`config.mk`:
```
export PLATFORM = sky130hd
export DESIGN_NAME = gpt_timer
export DESIGN_NICKNAME = d
export VERILOG_FILES = /design/src/gpt_pkg.sv /design/src/gpt_pin_sync.sv /design/src/gpt_prescaler.sv /design/src/gpt_timer.sv
export SDC_FILE = /design/constraint.sdc
export NUM_CORES = 1
export LEC_CHECK = 0
export ABC_AREA = 1
export ABC_CLOCK_PERIOD_IN_PS = 2150
export BUFFER_PORTS_ARGS = -buffer_cell sky130_fd_sc_hd__buf_2
export CAP_MARGIN = 15
export CORE_MARGIN = 5
export CORE_UTILIZATION = 29
export CTS_BUF_LIST = sky130_fd_sc_hd__clkbuf_16
export DETAILED_ROUTE_END_ITERATION = 8
export MAX_ROUTING_LAYER = met4
export PLACE_DENSITY = 0.57
export SETUP_SLACK_MARGIN = 0.05
export SLEW_MARGIN = 10
export SYNTH_ARGS = -nofsm -noshare
export SYNTH_HDL_FRONTEND = slang
export SYNTH_SLANG_ARGS = --single-unit
```
`constraint.sdc`:
```
create_clock -name CLK_I -period 2.15 [get_ports CLK_I]
set_input_delay 0.1075 -clock CLK_I [delete_from_list [all_inputs] [get_ports CLK_I]]
set_output_delay 0.1075 -clock CLK_I [all_outputs]
set_load 0.01 [all_outputs]
```
`src/gpt_pkg.sv`:
```
package gpt_pkg;

  // Register indexes on the plain register port
  localparam logic [1:0]  GPT_OFS_CONTROL     = 2'h0;
  localparam logic [1:0]  GPT_OFS_COUNT_LOW   = 2'h1;
  localparam logic [1:0]  GPT_OFS_COUNT_HIGH  = 2'h2;
  localparam logic [1:0]  GPT_OFS_NB_CONTROL  = 2'h3;

  // Field positions of timer_control
  localparam int          GPT_BIT_RUN         = 15;
  localparam int          GPT_BIT_IDLE_STOP   = 13;
  localparam int          GPT_BIT_GATE        = 6;
  localparam int          GPT_BIT_PRESC_HI    = 5;
  localparam int          GPT_BIT_PRESC_LO    = 4;
  localparam int          GPT_BIT_PAIR_WIDE   = 3;
  localparam int          GPT_BIT_CLK_SRC     = 1;

  // Implemented bits, the rest read as zero
  localparam logic [15:0] GPT_CONTROL_MASK    = 16'ha07a;
  localparam logic [15:0] GPT_NB_CONTROL_MASK = 16'h8030;

  // Reset values and the full-scale count
  localparam logic [15:0] GPT_CONTROL_RST     = 16'h0000;
  localparam logic [15:0] GPT_COUNT_RST       = 16'h0000;
  localparam logic [15:0] GPT_COUNT_MAX       = 16'hffff;

  // Prescale selections and their terminal counts
  typedef enum logic [1:0] {
    GPT_PS_1   = 2'h0,
    GPT_PS_8   = 2'h1,
    GPT_PS_64  = 2'h2,
    GPT_PS_256 = 2'h3
  } gpt_presc_t;

  localparam logic [7:0]  GPT_PS_TERM_1       = 8'h00;
  localparam logic [7:0]  GPT_PS_TERM_8       = 8'h07;
  localparam logic [7:0]  GPT_PS_TERM_64      = 8'h3f;
  localparam logic [7:0]  GPT_PS_TERM_256     = 8'hff;

  function automatic logic [7:0] gpt_presc_term(input logic [1:0] sel);
    case (gpt_presc_t'(sel))
      GPT_PS_8:   gpt_presc_term = GPT_PS_TERM_8;
      GPT_PS_64:  gpt_presc_term = GPT_PS_TERM_64;
      GPT_PS_256: gpt_presc_term = GPT_PS_TERM_256;
      default:    gpt_presc_term = GPT_PS_TERM_1;
    endcase
  endfunction : gpt_presc_term

endpackage : gpt_pkg

```
`src/gpt_pin_sync.sv`:
```
`timescale 1ns/1ps
module gpt_pin_sync (
  // Clock and reset
  input  wire logic CLK_I,
  input  wire logic RESET_N_I,
  // Pin side
  input  wire logic pin_i,
  // Synchronised outputs
  output logic      level_o,
  output logic      rise_o
);

  logic meta_r;
  logic sync_r;
  logic prev_r;

  // First flop feeds only the second one
  always_ff @(posedge CLK_I) begin
    if (!RESET_N_I) begin
      meta_r <= 1'b0;
      sync_r <= 1'b0;
      prev_r <= 1'b0;
    end else begin
      meta_r <= pin_i;
      sync_r <= meta_r;
      prev_r <= sync_r;
    end
  end

  assign level_o = sync_r;
  assign rise_o  = sync_r & ~prev_r;

endmodule : gpt_pin_sync

```
`src/gpt_prescaler.sv`:
```
`timescale 1ns/1ps
module gpt_prescaler
  import gpt_pkg::*;
(
  // Clock and reset
  input  wire logic       CLK_I,
  input  wire logic       RESET_N_I,
  // Control
  input  wire logic       clear_i,
  input  wire logic       enable_i,
  input  wire logic [1:0] select_i,
  // Source and divided ticks
  input  wire logic       src_tick_i,
  output logic            tick_o
);

  logic [7:0] cnt_r;
  logic [7:0] cnt_nxt;
  logic       at_term;

  assign at_term = (cnt_r == gpt_presc_term(select_i));
  assign tick_o  = enable_i & src_tick_i & at_term;

  always_comb begin
    cnt_nxt = cnt_r;
    if (clear_i || !enable_i) begin
      cnt_nxt = 8'h00;
    end else if (src_tick_i) begin
      cnt_nxt = at_term ? 8'h00 : cnt_r + 8'h01;
    end
  end

  always_ff @(posedge CLK_I) begin
    if (!RESET_N_I) begin
      cnt_r <= 8'h00;
    end else begin
      cnt_r <= cnt_nxt;
    end
  end

endmodule : gpt_prescaler

```
`src/gpt_timer.sv`:
```
`timescale 1ns/1ps
// Overview of operation
// - In 16-bit mode the run bit starts counting; clearing it freezes the count.
// - Internal clock: gate bit enables gated accumulation; external clock: gate ignored.
// - Prescale field divides the counting clock by 1, 8, 64 or 256.
// - Pair bit joins this timer and its neighbour into one 32-bit counter.
// - Clock source bit picks the external clock pin, else the instruction clock.
module gpt_timer
  import gpt_pkg::*;
(
  // Clock and reset
  input  wire logic        CLK_I,
  input  wire logic        RESET_N_I,
  // Register port
  input  wire logic [1:0]  ADDR_I,
  input  wire logic [15:0] WDATA_I,
  input  wire logic        WR_I,
  input  wire logic        RD_I,
  output logic      [15:0] RDATA_O,
  // Device state
  input  wire logic        IDLE_I,
  // External clock or gate pin
  input  wire logic        EXTERNAL_CLOCK_PIN_I,
  // Count state
  output logic      [15:0] COUNT_LOW_O,
  output logic      [15:0] COUNT_HIGH_O,
  output logic             PAIR_WIDE_MODE_O,
  output logic             WRAP_O
);

  ////////////////////////////////////////////////////////////////////////////
  // Register state

  logic [15:0] control_r;
  logic [15:0] control_nxt;
  logic [15:0] nb_control_r;
  logic [15:0] nb_control_nxt;
  logic [15:0] count_low_r;
  logic [15:0] count_low_nxt;
  logic [15:0] count_high_r;
  logic [15:0] count_high_nxt;
  logic [15:0] rdata_r;
  logic [15:0] rdata_nxt;
  logic        wrap_r;
  logic        wrap_nxt;

  logic        wr_control;
  logic        wr_nb_control;
  logic        wr_low;
  logic        wr_high;

  logic        timer_run;
  logic        idle_stop;
  logic        gate_accumulate;
  logic [1:0]  prescale_select;
  logic        pair_wide_mode;
  logic        clock_source_select;
  logic        nb_run;
  logic [1:0]  nb_prescale_select;

  assign wr_control    = WR_I && (ADDR_I == GPT_OFS_CONTROL);
  assign wr_nb_control = WR_I && (ADDR_I == GPT_OFS_NB_CONTROL);
  assign wr_low        = WR_I && (ADDR_I == GPT_OFS_COUNT_LOW);
  assign wr_high       = WR_I && (ADDR_I == GPT_OFS_COUNT_HIGH);

  assign timer_run           = control_r[GPT_BIT_RUN];
  assign idle_stop           = control_r[GPT_BIT_IDLE_STOP];
  assign gate_accumulate     = control_r[GPT_BIT_GATE];
  assign prescale_select     = control_r[GPT_BIT_PRESC_HI:GPT_BIT_PRESC_LO];
  assign pair_wide_mode      = control_r[GPT_BIT_PAIR_WIDE];
  assign clock_source_select = control_r[GPT_BIT_CLK_SRC];
  assign nb_run              = nb_control_r[GPT_BIT_RUN];
  assign nb_prescale_select  = nb_control_r[GPT_BIT_PRESC_HI:GPT_BIT_PRESC_LO];

  ////////////////////////////////////////////////////////////////////////////
  // Counting clock selection

  logic pin_level;
  logic pin_rise;
  logic low_src_tick;
  logic low_enable;
  logic low_tick;
  logic high_enable;
  logic high_tick;

  gpt_pin_sync u_pin_sync (
    .CLK_I     (CLK_I),
    .RESET_N_I (RESET_N_I),
    .pin_i     (EXTERNAL_CLOCK_PIN_I),
    .level_o   (pin_level),
    .rise_o    (pin_rise)
  );

  // Gate only qualifies the instruction clock; pin edges win when external
  always_comb begin
    if (clock_source_select) begin
      low_src_tick = pin_rise;
    end else if (gate_accumulate) begin
      low_src_tick = pin_level;
    end else begin
      low_src_tick = 1'b1;
    end
  end

  assign low_enable  = timer_run && !(idle_stop && IDLE_I);
  // Neighbour keeps its own run bit only while split
  assign high_enable = !pair_wide_mode && nb_run && !(idle_stop && IDLE_I);

  // Each control write restarts its own divider so a new ratio starts clean
  gpt_prescaler u_presc_low (
    .CLK_I      (CLK_I),
    .RESET_N_I  (RESET_N_I),
    .clear_i    (wr_control),
    .enable_i   (low_enable),
    .select_i   (prescale_select),
    .src_tick_i (low_src_tick),
    .tick_o     (low_tick)
  );

  gpt_prescaler u_presc_high (
    .CLK_I      (CLK_I),
    .RESET_N_I  (RESET_N_I),
    .clear_i    (wr_nb_control),
    .enable_i   (high_enable),
    .select_i   (nb_prescale_select),
    .src_tick_i (1'b1),
    .tick_o     (high_tick)
  );

  ////////////////////////////////////////////////////////////////////////////
  // Counters and registers

  always_comb begin
    control_nxt    = control_r;
    nb_control_nxt = nb_control_r;
    count_low_nxt  = count_low_r;
    count_high_nxt = count_high_r;
    wrap_nxt       = 1'b0;
    if (wr_control) begin
      control_nxt = WDATA_I & GPT_CONTROL_MASK;
    end
    if (wr_nb_control) begin
      nb_control_nxt = WDATA_I & GPT_NB_CONTROL_MASK;
    end
    if (low_tick) begin
      count_low_nxt = count_low_r + 16'h0001;
      if (count_low_r == GPT_COUNT_MAX) begin
        if (pair_wide_mode) begin
          count_high_nxt = count_high_r + 16'h0001;
          wrap_nxt       = (count_high_r == GPT_COUNT_MAX);
        end else begin
          wrap_nxt = 1'b1;
        end
      end
    end
    if (high_tick) begin
      count_high_nxt = count_high_r + 16'h0001;
    end
    // Software load overrides a tick in the same cycle
    if (wr_low) begin
      count_low_nxt = WDATA_I;
    end
    if (wr_high) begin
      count_high_nxt = WDATA_I;
    end
  end

  always_comb begin
    case (ADDR_I)
      GPT_OFS_CONTROL:    rdata_nxt = control_r;
      GPT_OFS_COUNT_LOW:  rdata_nxt = count_low_r;
      GPT_OFS_COUNT_HIGH: rdata_nxt = count_high_r;
      GPT_OFS_NB_CONTROL: rdata_nxt = nb_control_r;
      default:            rdata_nxt = 16'h0000;
    endcase
    if (!RD_I) begin
      rdata_nxt = 16'h0000;
    end
  end

  always_ff @(posedge CLK_I) begin
    if (!RESET_N_I) begin
      control_r    <= GPT_CONTROL_RST;
      nb_control_r <= GPT_CONTROL_RST;
      count_low_r  <= GPT_COUNT_RST;
      count_high_r <= GPT_COUNT_RST;
      rdata_r      <= 16'h0000;
      wrap_r       <= 1'b0;
    end else begin
      control_r    <= control_nxt;
      nb_control_r <= nb_control_nxt;
      count_low_r  <= count_low_nxt;
      count_high_r <= count_high_nxt;
      rdata_r      <= rdata_nxt;
      wrap_r       <= wrap_nxt;
    end
  end

  assign RDATA_O          = rdata_r;
  assign COUNT_LOW_O      = count_low_r;
  assign COUNT_HIGH_O     = count_high_r;
  assign PAIR_WIDE_MODE_O = pair_wide_mode;
  assign WRAP_O           = wrap_r;

  ////////////////////////////////////////////////////////////////////////////
  // Assertions

  // Gap since the last low tick; a control write may retune the ratio at once
  logic [3:0] tick_gap_r;
  logic [3:0] tick_gap_nxt;
  logic       tick_seen_r;
  logic       tick_seen_nxt;

  always_comb begin
    tick_gap_nxt  = tick_gap_r;
    tick_seen_nxt = tick_seen_r;
    if (low_tick || wr_control) begin
      tick_gap_nxt  = 4'h0;
      tick_seen_nxt = low_tick && !wr_control;
    end else if (tick_gap_r != 4'hf) begin
      tick_gap_nxt = tick_gap_r + 4'h1;
    end
  end

  always_ff @(posedge CLK_I) begin
    if (!RESET_N_I) begin
      tick_gap_r  <= 4'h0;
      tick_seen_r <= 1'b0;
    end else begin
      tick_gap_r  <= tick_gap_nxt;
      tick_seen_r <= tick_seen_nxt;
    end
  end
endmodule : gpt_timer

```
==> summary.log, run 1 <==
[run_status] result of the run finished clean
[global_routing] pin count of the biggest net entering global routing 22
[detailed_routing] routed via count divided by cell count 4.68
[detailed_routing] met1 routed wirelength after detailed routing 6370 microns
[final_layout] number of nets in the layout 757
[worst_setup_path] CP top delay family simple AND/OR/NAND/NOR gates
[global_routing] Tot GR Track Use 16.4%
[detailed_routing] Pre-antenna DRT Iters 5
[clock_tree] TritonCTS clock tree built
[detailed_routing] number of DRC markers in iteration 0 374
[yosys] synthesized area divided by synthesized cell count 6.58 sq um
[detailed_routing] routed length on met2 6010 microns
[sta] setup skew after layout 0.0101 ns
[final_layout] Layout Utilization 36.0%
[floorplanning] core area 14400 sq um
[detailed_routing] top routing layer in use met4
[yosys] post-synthesis cell count 638
[final_layout] antenna diode count 0
[sta] unrepaired setup endpoints after global routing no
[sta] final number of setup-violating endpoints 0
[yosys] Synth Area in Compound Gates 13.9%
[clock_tree] clock transition at the registers of the reported paths 0.06 ns
[sta] Highest Clock Rate 0.544 GHz
[clock_tree] Clock H-tree levels 3
[yosys] #FFs+latches synth 78
[global_routing] aggregate global routing overflow 0
[worst_setup_path] sequence of cells on the critical path ha_1 -> nand3_2 -> nor2_4 -> nand4_2 -> nor2_4 -> nand4_4 -> buf_12 -> a21oi_1 -> nor2_1
[yosys] mux cell area share after synthesis 0.953%
[clock_tree] worst-skew pair later-pin latency 0.34 ns
[power] power per standard cell area 658 nW/um^2
[yosys] Synth Net Count 666
[place] dpl hpwl 10200 microns
[run] Max Cap Violations 0
[detailed_routing] total met3 wirelength after detailed routing 599 microns
[yosys] xor-xnor portion of the synthesized cell area 4.59%
[place] post-placement cell count 898
[worst_setup_path] WS Path Type reg2reg
[yosys] number of distinct library cells after synthesis 38
[clock_tree] number of sinks on the clock net 78
[global_routing] wire length of the first global-routing pass 21000 microns
[global_routing] number of global-route vias before repair 3927
[sta] portion of the clock cycle consumed by the worst path in the final layout 85.6%
[final_layout] post-route non-filler standard cell count 918
[worst_hold_path] class of the tightest hold or removal check in2reg
[worst_setup_path] type of destination of the critical path register
[yosys] count of yosys warnings during synthesis 0
[worst_setup_path] Max stage delay on crit path 0.41 ns
[sta] Post-Route Setup TNS 0 ns
[yosys] cell area after synthesis 4200 sq um
[detailed_routing] Final Routed Wirelength 13300 microns
[yosys] sequential share of the synthesized area 37.2%
[floorplanning] Die Ht 130 microns
[sta] Pins Over Slew Limit 0
[yosys] main combinational cell family by area after synthesis simple AND/OR/NAND/NOR gates
[floorplanning] Die W 130 microns
[worst_setup_path] CP Max Fanout 8
[clock_tree] clk root buf clkbuf_16
[place] number of I/O port buffers 73
[worst_setup_path] Critical Path RT 2.38 ns
[sta] Worst-Margin Slew 0.590 ns
[clock_tree] clock tree buffer depth 2
[sta] worst-case headroom to the max-slew limit 60.6%
[detailed_routing] post-detailed-route wirelength per cell 14.5 microns
[detailed_routing] count of unresolved DRC violations after routing 0
[floorplanning] # IOs 74
[clock_tree] CTS Buf Count 9
[floorplanning] die area 17000 sq um
[worst_setup_path] CP Data Arrival Time 2.07 ns
[worst_setup_path] Worst Path Buf+Inv 1
[worst_setup_path] standard cell with the maximum stage delay on the critical path dfxtp_1
[sta] Final Hold Fails 0
[power] highest ir drop seen on vdd 0.345 mV
[final_layout] Area growth, synth to finish 23.0%
[yosys] area fraction in and, or, nand and nor cells after synthesis 34.0%
[floorplanning] Initial Util 29.2%
[global_routing] antenna violations before repair 0
[place] final weighted congestion in routability-driven placement 0.914
[floorplanning] Cell Rows 44
[sta] Period minus WS final 1.84 ns
[detailed_routing] remaining number of nets flagged by the antenna check after routing 0
[yosys] adder and majority gate portion of the synthesized area 1.19%
[final_layout] fraction of layout cells with a size suffix above 1 17.0%
[worst_setup_path] cell mode on critical path nor2_4
[detailed_routing] total via count in the routed design 4297
[worst_setup_path] kind of start point of the critical path register
[power] leakage power total 2.32 nW
==> final timing paths <==
path | slack [ns] | depth (start not counted) | start | to
setup / recovery | 0.31 | 9 | COUNT_LOW_O[1]$_SDFFE_PN0P_ | COUNT_HIGH_O[11]$_SDFFE_PN0P_
hold / removal | 0.08 | 3 | WDATA_I[3] | control_r[3]$_SDFFE_PN0P_
setup reg to reg | 0.31 | 9 | COUNT_LOW_O[1]$_SDFFE_PN0P_ | COUNT_HIGH_O[11]$_SDFFE_PN0P_
hold reg to reg | 0.41 | 2 | u_pin_sync.meta_r$_SDFF_PN0_ | u_pin_sync.level_o$_SDFF_PN0_
==> power by group <==
group,switching (mW),leakage (nW),internal (mW)
combinational,0.300,1.55,0.168
clock,0.600,0.137,0.763
sequential,0.0690,0.634,1.50
total,0.969,2.32,2.43
==> cells in the final DEF (no fill, tap or decap), drive strengths merged, types with 4 or more instances in the layout <==
master  instances
mux2i           4
o21ai          43
nand3          43
nor3            9
clkinv          7
buf            93
clkbuf          9
ha              4
xor2           13
nand4           8
inv            73
dfxtp          78
nand2         166
a21oi          44
xnor2           9
nor2          108
==> cell families after synthesis <==
| kind of cell | count (synthesis) |
|---|---|
| compound gates | 105 |
| xor+xnor | 22 |
| fa+ha+maj | 4 |
| buf+inv | 87 |
| flops | 78 |
| mux | 4 |
| simple gates | 338 |
==> registers in the layout, indices dropped and copies added, names as in the netlist <==
name                cells
COUNT_LOW_O            16
COUNT_HIGH_O           16
u_pin_sync.meta_r       1
nb_control_r            3
u_pin_sync.level_o      1
u_presc_high.cnt_r      8
control_r               7
u_pin_sync.prev_r       1
u_presc_low.cnt_r       8
WRAP_O                  1
RDATA_O                16
==> worst reg2reg max path: cells and delay by family (launching register included) <==
| family | cells | cell delay (ns) |
|---|---|---|
| adders and majority gates | 1 | 0.23 |
| and+or+nand+nor | 6 | 0.79 |
| buffers and inverters | 1 | 0.20 |
| AOI/OAI and AO/OA | 1 | 0.12 |
| DFF | 1 | 0.41 |
==> per-stage QoR <==
stage          power, mW  instance area [sq um]  setup slack, ns  hold slack, ns
2_1_floorplan       1.87                   4200            0.395           0.205
3_3_place_gp        2.06                   4850            0.247           0.296
3_5_place_dp        2.06                   4850            0.186           0.295
4_1_cts             3.42                   5120            0.173          0.0748
5_1_grt             3.56                   5170            0.144           0.105
6_report            3.40                   5170            0.310          0.0849
==> repair_timing <==
item | in CTS | in global routing
gates resized for setup | 0 | 1
setup buffers | 0 | 3
hold endpoints to repair | 1 | 0
hold buffers | 1 | 0
endpoints found under the setup margin | 0 | 9
==> layer usage <==
metal	vias up	GRT usage, %
li1	2233	-
met1	1935	22.2
met2	107	24.8
met3	22	2.50
met4	0	6.23
met5	-	-
==> cell type report <==
cell class              instances  area, sq um
clock buffers                   9          225
inverters                      73          274
multi-input cells             473         2300
repair buffers                 94          538
clock inverters                 7         33.8
well taps                     184          230
flip-flops and latches         78         1560
fillers                      1558         9200
==> synth_stat cells (all sizes together) <==
cell type | number | area share, %
nand4 | 8 | 1.7
nor3 | 9 | 1.1
clkbuf | 8 | 0.71
mux2i | 4 | 0.95
a21oi | 44 | 5.2
o22ai | 3 | 0.45
nand3 | 43 | 5.2
o21bai | 3 | 0.54
or2 | 3 | 0.45
nor2 | 108 | 10
xor2 | 13 | 2.7
buf | 6 | 0.92
dfxtp | 78 | 37
a41oi | 1 | 0.21
clkinv | 2 | 0.18
nor4 | 1 | 0.15
o21a | 3 | 0.54
a211oi | 3 | 0.54
o21ai | 43 | 5.4
o31ai | 2 | 0.36
inv | 71 | 6.3
ha | 4 | 1.2
nand2 | 166 | 15
xnor2 | 9 | 1.9
o2111ai | 1 | 0.21
a221oi | 2 | 0.42
Note: power is estimated with default switching activity, not from simulation.
==> inputs of run 2 (changes only) <==
--- a/config.mk
+++ b/config.mk
@@ -6,10 +6,9 @@
 export NUM_CORES = 1
 export LEC_CHECK = 0
 export ABC_AREA = 1
-export ABC_CLOCK_PERIOD_IN_PS = 2150
+export ABC_CLOCK_PERIOD_IN_PS = 1850
 export BUFFER_PORTS_ARGS = -buffer_cell sky130_fd_sc_hd__buf_2
 export CAP_MARGIN = 15
-export CORE_MARGIN = 5
 export CORE_UTILIZATION = 29
 export CTS_BUF_LIST = sky130_fd_sc_hd__clkbuf_16
 export DETAILED_ROUTE_END_ITERATION = 8
==> constraint.sdc (replaced) <==
create_clock -name CLK_I -period 1.85 [get_ports CLK_I]
set_input_delay 0.0925 -clock CLK_I [delete_from_list [all_inputs] [get_ports CLK_I]]
set_output_delay 0.0925 -clock CLK_I [all_outputs]
set_load 0.01 [all_outputs]
==> summary.log, run 2 (same netlist as run 1, synthesis figures left out) <==
[floorplanning] Die W 122 microns [-6.1%]
[sta] Highest Clock Rate 0.587 GHz [+8.0%]
[clock_tree] worst-skew pair later-pin latency 0.35 ns [about the same]
[global_routing] aggregate global routing overflow 0 [unchanged]
[sta] worst-case headroom to the max-slew limit 75.6% [+15 points]
[worst_setup_path] type of destination of the critical path register
[clock_tree] CTS Buf Count 9 [unchanged]
[sta] worst slack on hold paths 0.0624 ns [-0.0225 ns]
[detailed_routing] Final Routed Wirelength 13600 microns [+1.9%]
[final_layout] most common library cell in the layout ignoring fill and taps nand2_1
[sta] Pins Over Slew Limit 0 [unchanged]
[floorplanning] Initial Util 30.0% [+0.79 points]
[detailed_routing] Pre-antenna DRT Iters 8 [+3]
[place] final weighted congestion in routability-driven placement 0.922 [+0.82%]
[detailed_routing] met1 routed wirelength after detailed routing 6830 microns [+7.1%]
[place] post-place instance area 4980 sq um [+2.5%]
[sta] Post-Route Setup TNS 0 ns [unchanged]
[final_layout] fraction of layout cells with a size suffix above 1 21.2% [+4.2 points]
[detailed_routing] routed via count divided by cell count 4.69 [+0.19%]
[worst_setup_path] setup slack on the worst flop-to-flop path 0.15 ns [-0.16 ns]
[worst_setup_path] Worst Path Buf+Inv 1 [unchanged]
[sta] unrepaired setup endpoints after global routing no
[global_routing] wire length of the first global-routing pass 21100 microns [+0.85%]
[worst_setup_path] sequence of cells on the critical path ha_1 -> nand3_2 -> nor2_4 -> nand4_2 -> nor2_4 -> nand4_4 -> buf_12 -> nand2_4 -> nor2_1 -> nor2_1
[detailed_routing] count of unresolved DRC violations after routing 0 [unchanged]
[global_routing] Tot GR Track Use 19.3% [+2.9 points]
[sta] worst-case setup margin in the final layout 0.146 ns [-0.164 ns]
[run] Max Cap Violations 0 [unchanged]
[detailed_routing] top routing layer in use met4
[worst_setup_path] Max stage delay on crit path 0.34 ns [-0.07 ns]
[worst_setup_path] CP Data Arrival Time 1.99 ns [-0.08 ns]
[sta] Final Hold Fails 0 [unchanged]
[worst_setup_path] standard cell with the maximum stage delay on the critical path dfxtp_1
[place] dpl hpwl 10300 microns [+0.71%]
[clock_tree] clk root buf clkbuf_16
[sta] setup skew after layout 0.00576 ns [-0.00437 ns]
[floorplanning] # IOs 74 [unchanged]
[worst_setup_path] CP Max Fanout 9 [+1]
[detailed_routing] number of DRC markers in iteration 0 443 [+18%]
[floorplanning] core area 14000 sq um [-2.6%]
[detailed_routing] routed length on met2 5830 microns [-3.1%]
[floorplanning] Cell Rows 43 [-2.3%]
[final_layout] cell area after layout 5460 sq um [+5.7%]
[detailed_routing] total met3 wirelength after detailed routing 687 microns [+15%]
[detailed_routing] remaining number of nets flagged by the antenna check after routing 0 [unchanged]
[floorplanning] Die Ht 122 microns [-6.1%]
[power] total design power 4.53 mW [+33%]
[final_layout] number of nets in the layout 778 [+2.8%]
[power] power per standard cell area 829 nW/um^2 [+26%]
[clock_tree] Clock H-tree levels 3 [unchanged]
[global_routing] number of global-route vias before repair 3934 [+0.18%]
[worst_setup_path] CP top delay family simple AND/OR/NAND/NOR gates
[worst_setup_path] kind of start point of the critical path register
[worst_setup_path] WS Path Type reg2reg
[clock_tree] TritonCTS clock tree built
[sta] Worst-Margin Slew 0.364 ns [-0.226 ns]
[worst_setup_path] Critical Path RT 2.13 ns [-0.25 ns]
[clock_tree] number of sinks on the clock net 78 [unchanged]
[clock_tree] clock transition at the registers of the reported paths 0.07 ns [about the same]
[global_routing] antenna violations before repair 0 [unchanged]
[clock_tree] clock tree buffer depth 2 [unchanged]
[final_layout] Area growth, synth to finish 30.1%
[detailed_routing] total via count in the routed design 4385 [+2.0%]
[power] highest ir drop seen on vdd 0.434 mV [+26%]
[sta] portion of the clock cycle consumed by the worst path in the final layout 92.1% [+6.5 points]
[global_routing] pin count of the biggest net entering global routing 19 [-14%]
[sta] Period minus WS final 1.70 ns [-0.136 ns]
[final_layout] antenna diode count 0 [unchanged]
[place] number of I/O port buffers 73 [unchanged]
[run_status] result of the run finished clean
[place] Placement Setup Slack 0.0600 ns [-0.126 ns]
[final_layout] leading cell types in the layout, fill and taps excluded 162 x nand2_1, 101 x nor2_1, 75 x dfxtp_1, 73 x buf_2, 65 x inv_1
[power] leakage power total 2.47 nW [+6.4%]
[floorplanning] die area 15000 sq um [-12%]
[detailed_routing] post-detailed-route wirelength per cell 14.5 microns [about the same]
[sta] final number of setup-violating endpoints 0 [unchanged]
[worst_hold_path] class of the tightest hold or removal check in2reg
-- run 2: cell types whose count changed in the layout (fill, tap and decap cells not counted), sizes merged --
cell,before,now
bufinv,0,3
clkinvlp,0,1
clkinv,7,3
buf,93,113
nand2,166,167
-- run 2: area by class of cell --
class | count | area, sq um
flip-flops and latches | 78 | 1570
clock inverters | 7 | 120
inverters | 73 | 277
repair buffers | 114 | 688
fillers | 1536 | 8530
multi-input cells | 474 | 2360
clock buffers | 9 | 225
well taps | 180 | 225
-- run 2: tightest hold or removal path: cells and delay by family --
family	cells	cell delay [ns]
AOI/OAI and AO/OA	1	0.13
buffers and inverters	2	0.15
-- run 2: repair_timing --
item,in CTS,in global routing
setup buffers,0,6
gates resized for setup,0,17
endpoints found under the hold margin,1,0
setup endpoints to repair,0,31
hold buffers,1,0
-- run 2: final timing paths --
path                                 startpoint                            to  cells past startpoint
setup / recovery    COUNT_LOW_O[0]$_SDFFE_PN0P_  COUNT_HIGH_O[0]$_SDFFE_PN0P_                     10
hold / removal                      WDATA_I[13]    control_r[13]$_SDFFE_PN0P_                      3
setup reg to reg    COUNT_LOW_O[0]$_SDFFE_PN0P_  COUNT_HIGH_O[0]$_SDFFE_PN0P_                     10
hold reg to reg   u_pin_sync.level_o$_SDFF_PN0_  u_pin_sync.prev_r$_SDFF_PN0_                      2
-- run 2: stage by stage --
stage / util (%) / std cells
finish: 39.1 / 935
global route: 39.1 / 935
CTS: 38.1 / 928
detailed placement: 35.6 / 911
global placement: 35.6 / 911
floorplan: - / 638
-- run 2: where the power goes --
group / internal, mW / total [mW] / switching [mW] / leakage [nW]
registers: 1.74 / 1.81 / 0.0642 / 0.635
logic: 0.230 / 0.612 / 0.382 / 1.67
clock network: 1.33 / 2.11 / 0.783 / 0.166
total: 3.30 / 4.53 / 1.23 / 2.47
-- run 2: per-layer routing --
layer | vias up | GRT usage, %
met5 | - | -
met4 | 0 | 8.00
met3 | 17 | 3.16
met2 | 113 | 27.2
met1 | 1978 | 27.0
li1 | 2277 | -
==> inputs of run 3 (changes only) <==
--- a/config.mk
+++ b/config.mk
@@ -5,7 +5,7 @@
 export SDC_FILE = /design/constraint.sdc
 export NUM_CORES = 1
 export LEC_CHECK = 0
-export ABC_AREA = 1
+export ABC_AREA = 0
 export ABC_CLOCK_PERIOD_IN_PS = 1850
 export BUFFER_PORTS_ARGS = -buffer_cell sky130_fd_sc_hd__buf_2
 export CAP_MARGIN = 15
==> summary.log, run 3 <==
[run_status] result of the run complete, but fails checks
[run_status] violated checks negative setup slack
[final_layout] leading cell types in the layout, fill and taps excluded 103 x buf_4, 74 x dfxtp_1, 73 x buf_2, 53 x nor2_1, 27 x nand2_1
[sta] Highest Clock Rate 0.453 GHz [-23%]
[worst_setup_path] start point of the critical path control_r[5]$_SDFFE_PN0P_
[worst_setup_path] end point of the critical path COUNT_HIGH_O[11]$_SDFFE_PN0P_
[yosys] cell area after synthesis 3840 sq um [-8.5%]
[final_layout] fraction of layout cells with a size suffix above 1 40.6% [+19 points]
[sta] setup skew after layout 0.00377 ns [-0.00199 ns]
[final_layout] FF/Latch Area 1570 sq um [about the same]
[detailed_routing] routed via count divided by cell count 5.20 [+11%]
[run] Max Cap Violations 0 [unchanged]
[power] total design power 4.36 mW [-3.7%]
[worst_setup_path] type of destination of the critical path register
[detailed_routing] routed length on met2 6360 microns [+9.2%]
[clock_tree] clk root buf clkbuf_16
[place] dpl hpwl 9970 microns [-3.0%]
[floorplanning] core area 12800 sq um [-8.7%]
[yosys] #FFs+latches synth 78 [unchanged]
[clock_tree] worst-skew pair later-pin latency 0.34 ns [about the same]
[detailed_routing] remaining number of nets flagged by the antenna check after routing 0 [unchanged]
[place] post-placement cell count 775 [-15%]
[worst_setup_path] Critical Path RT 2.12 ns [about the same]
[worst_setup_path] r2r endpoint COUNT_HIGH_O[11]$_SDFFE_PN0P_
[final_layout] # fillers 1210 [-21%]
[sta] portion of the clock cycle consumed by the worst path in the final layout 119% [+27 points]
[sta] final number of setup-violating endpoints 33 [+33]
[floorplanning] Initial Util 30.1% [+0.074 points]
[detailed_routing] Final Routed Wirelength 13700 microns [+0.98%]
[final_layout] Area growth, synth to finish 54.7%
[floorplanning] die area 13700 sq um [-8.3%]
[yosys] number of synthesized flops with an enable pin 0 [unchanged]
[sta] Final Hold Fails 0 [unchanged]
[yosys] top cells by area in the synthesized netlist dfxtp_1 41%, nor2_1 5.5%, mux2i_1 5.2%
[detailed_routing] number of DRC markers in iteration 0 425 [-4.1%]
[sta] worst-case headroom to the max-slew limit 59.6% [-16 points]
[clock_tree] CTS Buf Count 9 [unchanged]
[clock_tree] clock tree buffer depth 2 [unchanged]
[yosys] share of flip-flops with an asynchronous set or reset 0% [unchanged]
[worst_setup_path] setup slack on the worst flop-to-flop path -0.36 ns [-0.50 ns]
[detailed_routing] Pre-antenna DRT Iters 5 [-3]
[global_routing] antenna violations before repair 0 [unchanged]
[power] highest ir drop seen on vdd 0.471 mV [+8.5%]
[detailed_routing] post-detailed-route wirelength per cell 17.0 microns [+17%]
[clock_tree] TritonCTS clock tree built
[floorplanning] Cell Rows 41 [-4.7%]
[yosys] area fraction of the dominant cell type after synthesis 40.6% [+3.4 points]
[floorplanning] # IOs 74 [unchanged]
[yosys] count of yosys warnings during synthesis 0 [unchanged]
[final_layout] most common library cell in the layout ignoring fill and taps buf_4
[worst_setup_path] reg2reg path depth 6 [-4]
[worst_setup_path] CP Data Arrival Time 2.48 ns [+0.49 ns]
[power] leakage power total 2.58 nW [+4.5%]
[final_layout] Layout Utilization 46.6% [+7.5 points]
[global_routing] pin count of the biggest net entering global routing 43 [+24]
[sta] Worst-Margin Slew 0.604 ns [+0.240 ns]
[yosys] top cells by count, synth 78 x dfxtp_1, 56 x nor2_1, 32 x nand2_1
[power] power per standard cell area 733 nW/um^2 [-12%]
[clock_tree] clock transition at the registers of the reported paths 0.06 ns [about the same]
[sta] unrepaired setup endpoints after global routing yes
[final_layout] antenna diode count 0 [unchanged]
[global_routing] Tot GR Track Use 20.7% [+1.4 points]
[floorplanning] Die W 117 microns [-4.3%]
[worst_setup_path] WS Path Type reg2reg
[yosys] sequential share of the synthesized area 40.6% [+3.4 points]
[detailed_routing] met1 routed wirelength after detailed routing 6240 microns [-8.5%]
[final_layout] total area of multi-input combinational cells 2480 sq um [+4.8%]
[yosys] synthesized area divided by synthesized cell count 8.51 sq um [+29%]
[detailed_routing] top routing layer in use met4
[global_routing] number of global-route vias before repair 3963 [+0.74%]
[worst_setup_path] startpoint of the lowest-slack register-to-register path control_r[5]$_SDFFE_PN0P_
[sta] worst-case setup margin in the final layout -0.358 ns [-0.504 ns]
[place] final weighted congestion in routability-driven placement 0.840 [-8.9%]
[final_layout] post-route non-filler standard cell count 808 [-14%]
[global_routing] wire length of the first global-routing pass 20700 microns [-2.0%]
[clock_tree] number of sinks on the clock net 78 [unchanged]
[detailed_routing] total met3 wirelength after detailed routing 901 microns [+31%]
[worst_setup_path] kind of start point of the critical path register
[yosys] Main synth FF type dfxtp_1
[final_layout] number of nets in the layout 659 [-15%]
[place] number of I/O port buffers 73 [unchanged]
[worst_setup_path] CP Max Fanout 6 [-3]
[yosys] post-synthesis cell count 452 [-29%]
[yosys] library cell with the highest instance count after synthesis dfxtp_1
[sta] Period minus WS final 2.21 ns [+0.504 ns]
[sta] Pins Over Slew Limit 0 [unchanged]
[clock_tree] Clock H-tree levels 3 [unchanged]
[detailed_routing] total via count in the routed design 4198 [-4.3%]
[floorplanning] Die Ht 117 microns [-4.3%]
[yosys] Synth Net Count 480 [-28%]
[yosys] leading area contributor after synthesis dfxtp_1
[worst_hold_path] class of the tightest hold or removal check in2reg
[detailed_routing] count of unresolved DRC violations after routing 0 [unchanged]
[global_routing] aggregate global routing overflow 0 [unchanged]
[yosys] number of distinct library cells after synthesis 48 [+26%]
[run 3: cell types whose count changed after synthesis, moves of 12 or more]
cell	change
mux2i_1	+16
nor2_1	-47
clkbuf_1	+12
and3_1	+17
o21ai_0	-13
nand4_1	+15
nand2_1	-131
inv_1	-61
nand3_1	-22
a21oi_1	-24
[run 3: worst min path at each step]
stage | cells past startpoint | slack (ns) | to | from
after floorplan | 1 | 0.22 | u_pin_sync.meta_r$_SDFF_PN0_ | EXTERNAL_CLOCK_PIN_I
after global placement | 2 | 0.31 | u_pin_sync.meta_r$_SDFF_PN0_ | EXTERNAL_CLOCK_PIN_I
after detailed placement | 2 | 0.31 | u_pin_sync.meta_r$_SDFF_PN0_ | EXTERNAL_CLOCK_PIN_I
after CTS | 3 | 0.02 | COUNT_HIGH_O[14]$_SDFFE_PN0P_ | WDATA_I[14]
after global routing | 3 | 0.05 | COUNT_HIGH_O[12]$_SDFFE_PN0P_ | WDATA_I[12]
final | 3 | 0.02 | COUNT_HIGH_O[14]$_SDFFE_PN0P_ | WDATA_I[14]
[run 3: metrics by stage]
step	setup slack, ns	hold WS (ns)	cell area (sq um)	TNS (ns)
3_3_place_gp	-0.403	0.308	5180	-7.31
5_1_grt	-0.435	0.0547	5950	-10.72
4_1_cts	-0.322	0.0245	5800	-6.20
3_5_place_dp	-0.493	0.311	5180	-9.10
2_1_floorplan	-0.319	0.220	3950	-3.52
6_report	-0.358	0.0247	5950	-8.17
[run 3: cell type report]
| type | instances | area share, % |
|---|---|---|
| clock buffers | 9 | 3.79 |
| flip-flops and latches | 78 | 26.3 |
| well taps | 172 | 3.62 |
| repair buffers | 192 | 22.4 |
| multi-input cells | 344 | 41.6 |
| inverters | 6 | 0.379 |
| clock inverters | 7 | 1.91 |
[run 3: repair_timing]
| item | 4_1_cts | 5_1_grt |
|---|---|---|
| hold buffers | 1 | 0 |
| pin swaps | 34 | 26 |
| buffers inserted | 13 | 7 |
| resized for setup | 42 | 24 |
| setup endpoints to repair | 48 | 41 |
| hold endpoints to repair | 1 | 0 |
[run 3: report_power, final]
| group | switching [mW] | internal (mW) |
|---|---|---|
| clock network | 0.712 | 1.31 |
| registers | 0.0458 | 1.74 |
| logic | 0.313 | 0.243 |
[run 3: cells by family after synthesis]
family	count (synthesis)	synth area share [%]
buffers and inverters	30	3.19
flip-flops	78	40.6
AND/OR/NAND/NOR	199	26.0
AO/OA/AOI/OAI	91	15.7
multiplexers	24	7.26
XOR/XNOR	26	5.92
adder cells (fa/ha/maj)	4	1.30
[run 3: worst max-delay path, cell delays in order, from the launching register on]
cell,delay [ns]
dfxtp_2,0.33
a211o_1,0.30
a221o_1,0.34
a211o_4,0.36
o22a_4,0.23
or4_1,0.40
a31oi_1,0.17
[run 3: per-layer routing]
metal | up-vias | GRT usage [%]
met5 | - | -
met2 | 173 | 31.9
met4 | 0 | 6.58
met3 | 14 | 3.60
met1 | 1996 | 27.5
li1 | 2015 | -
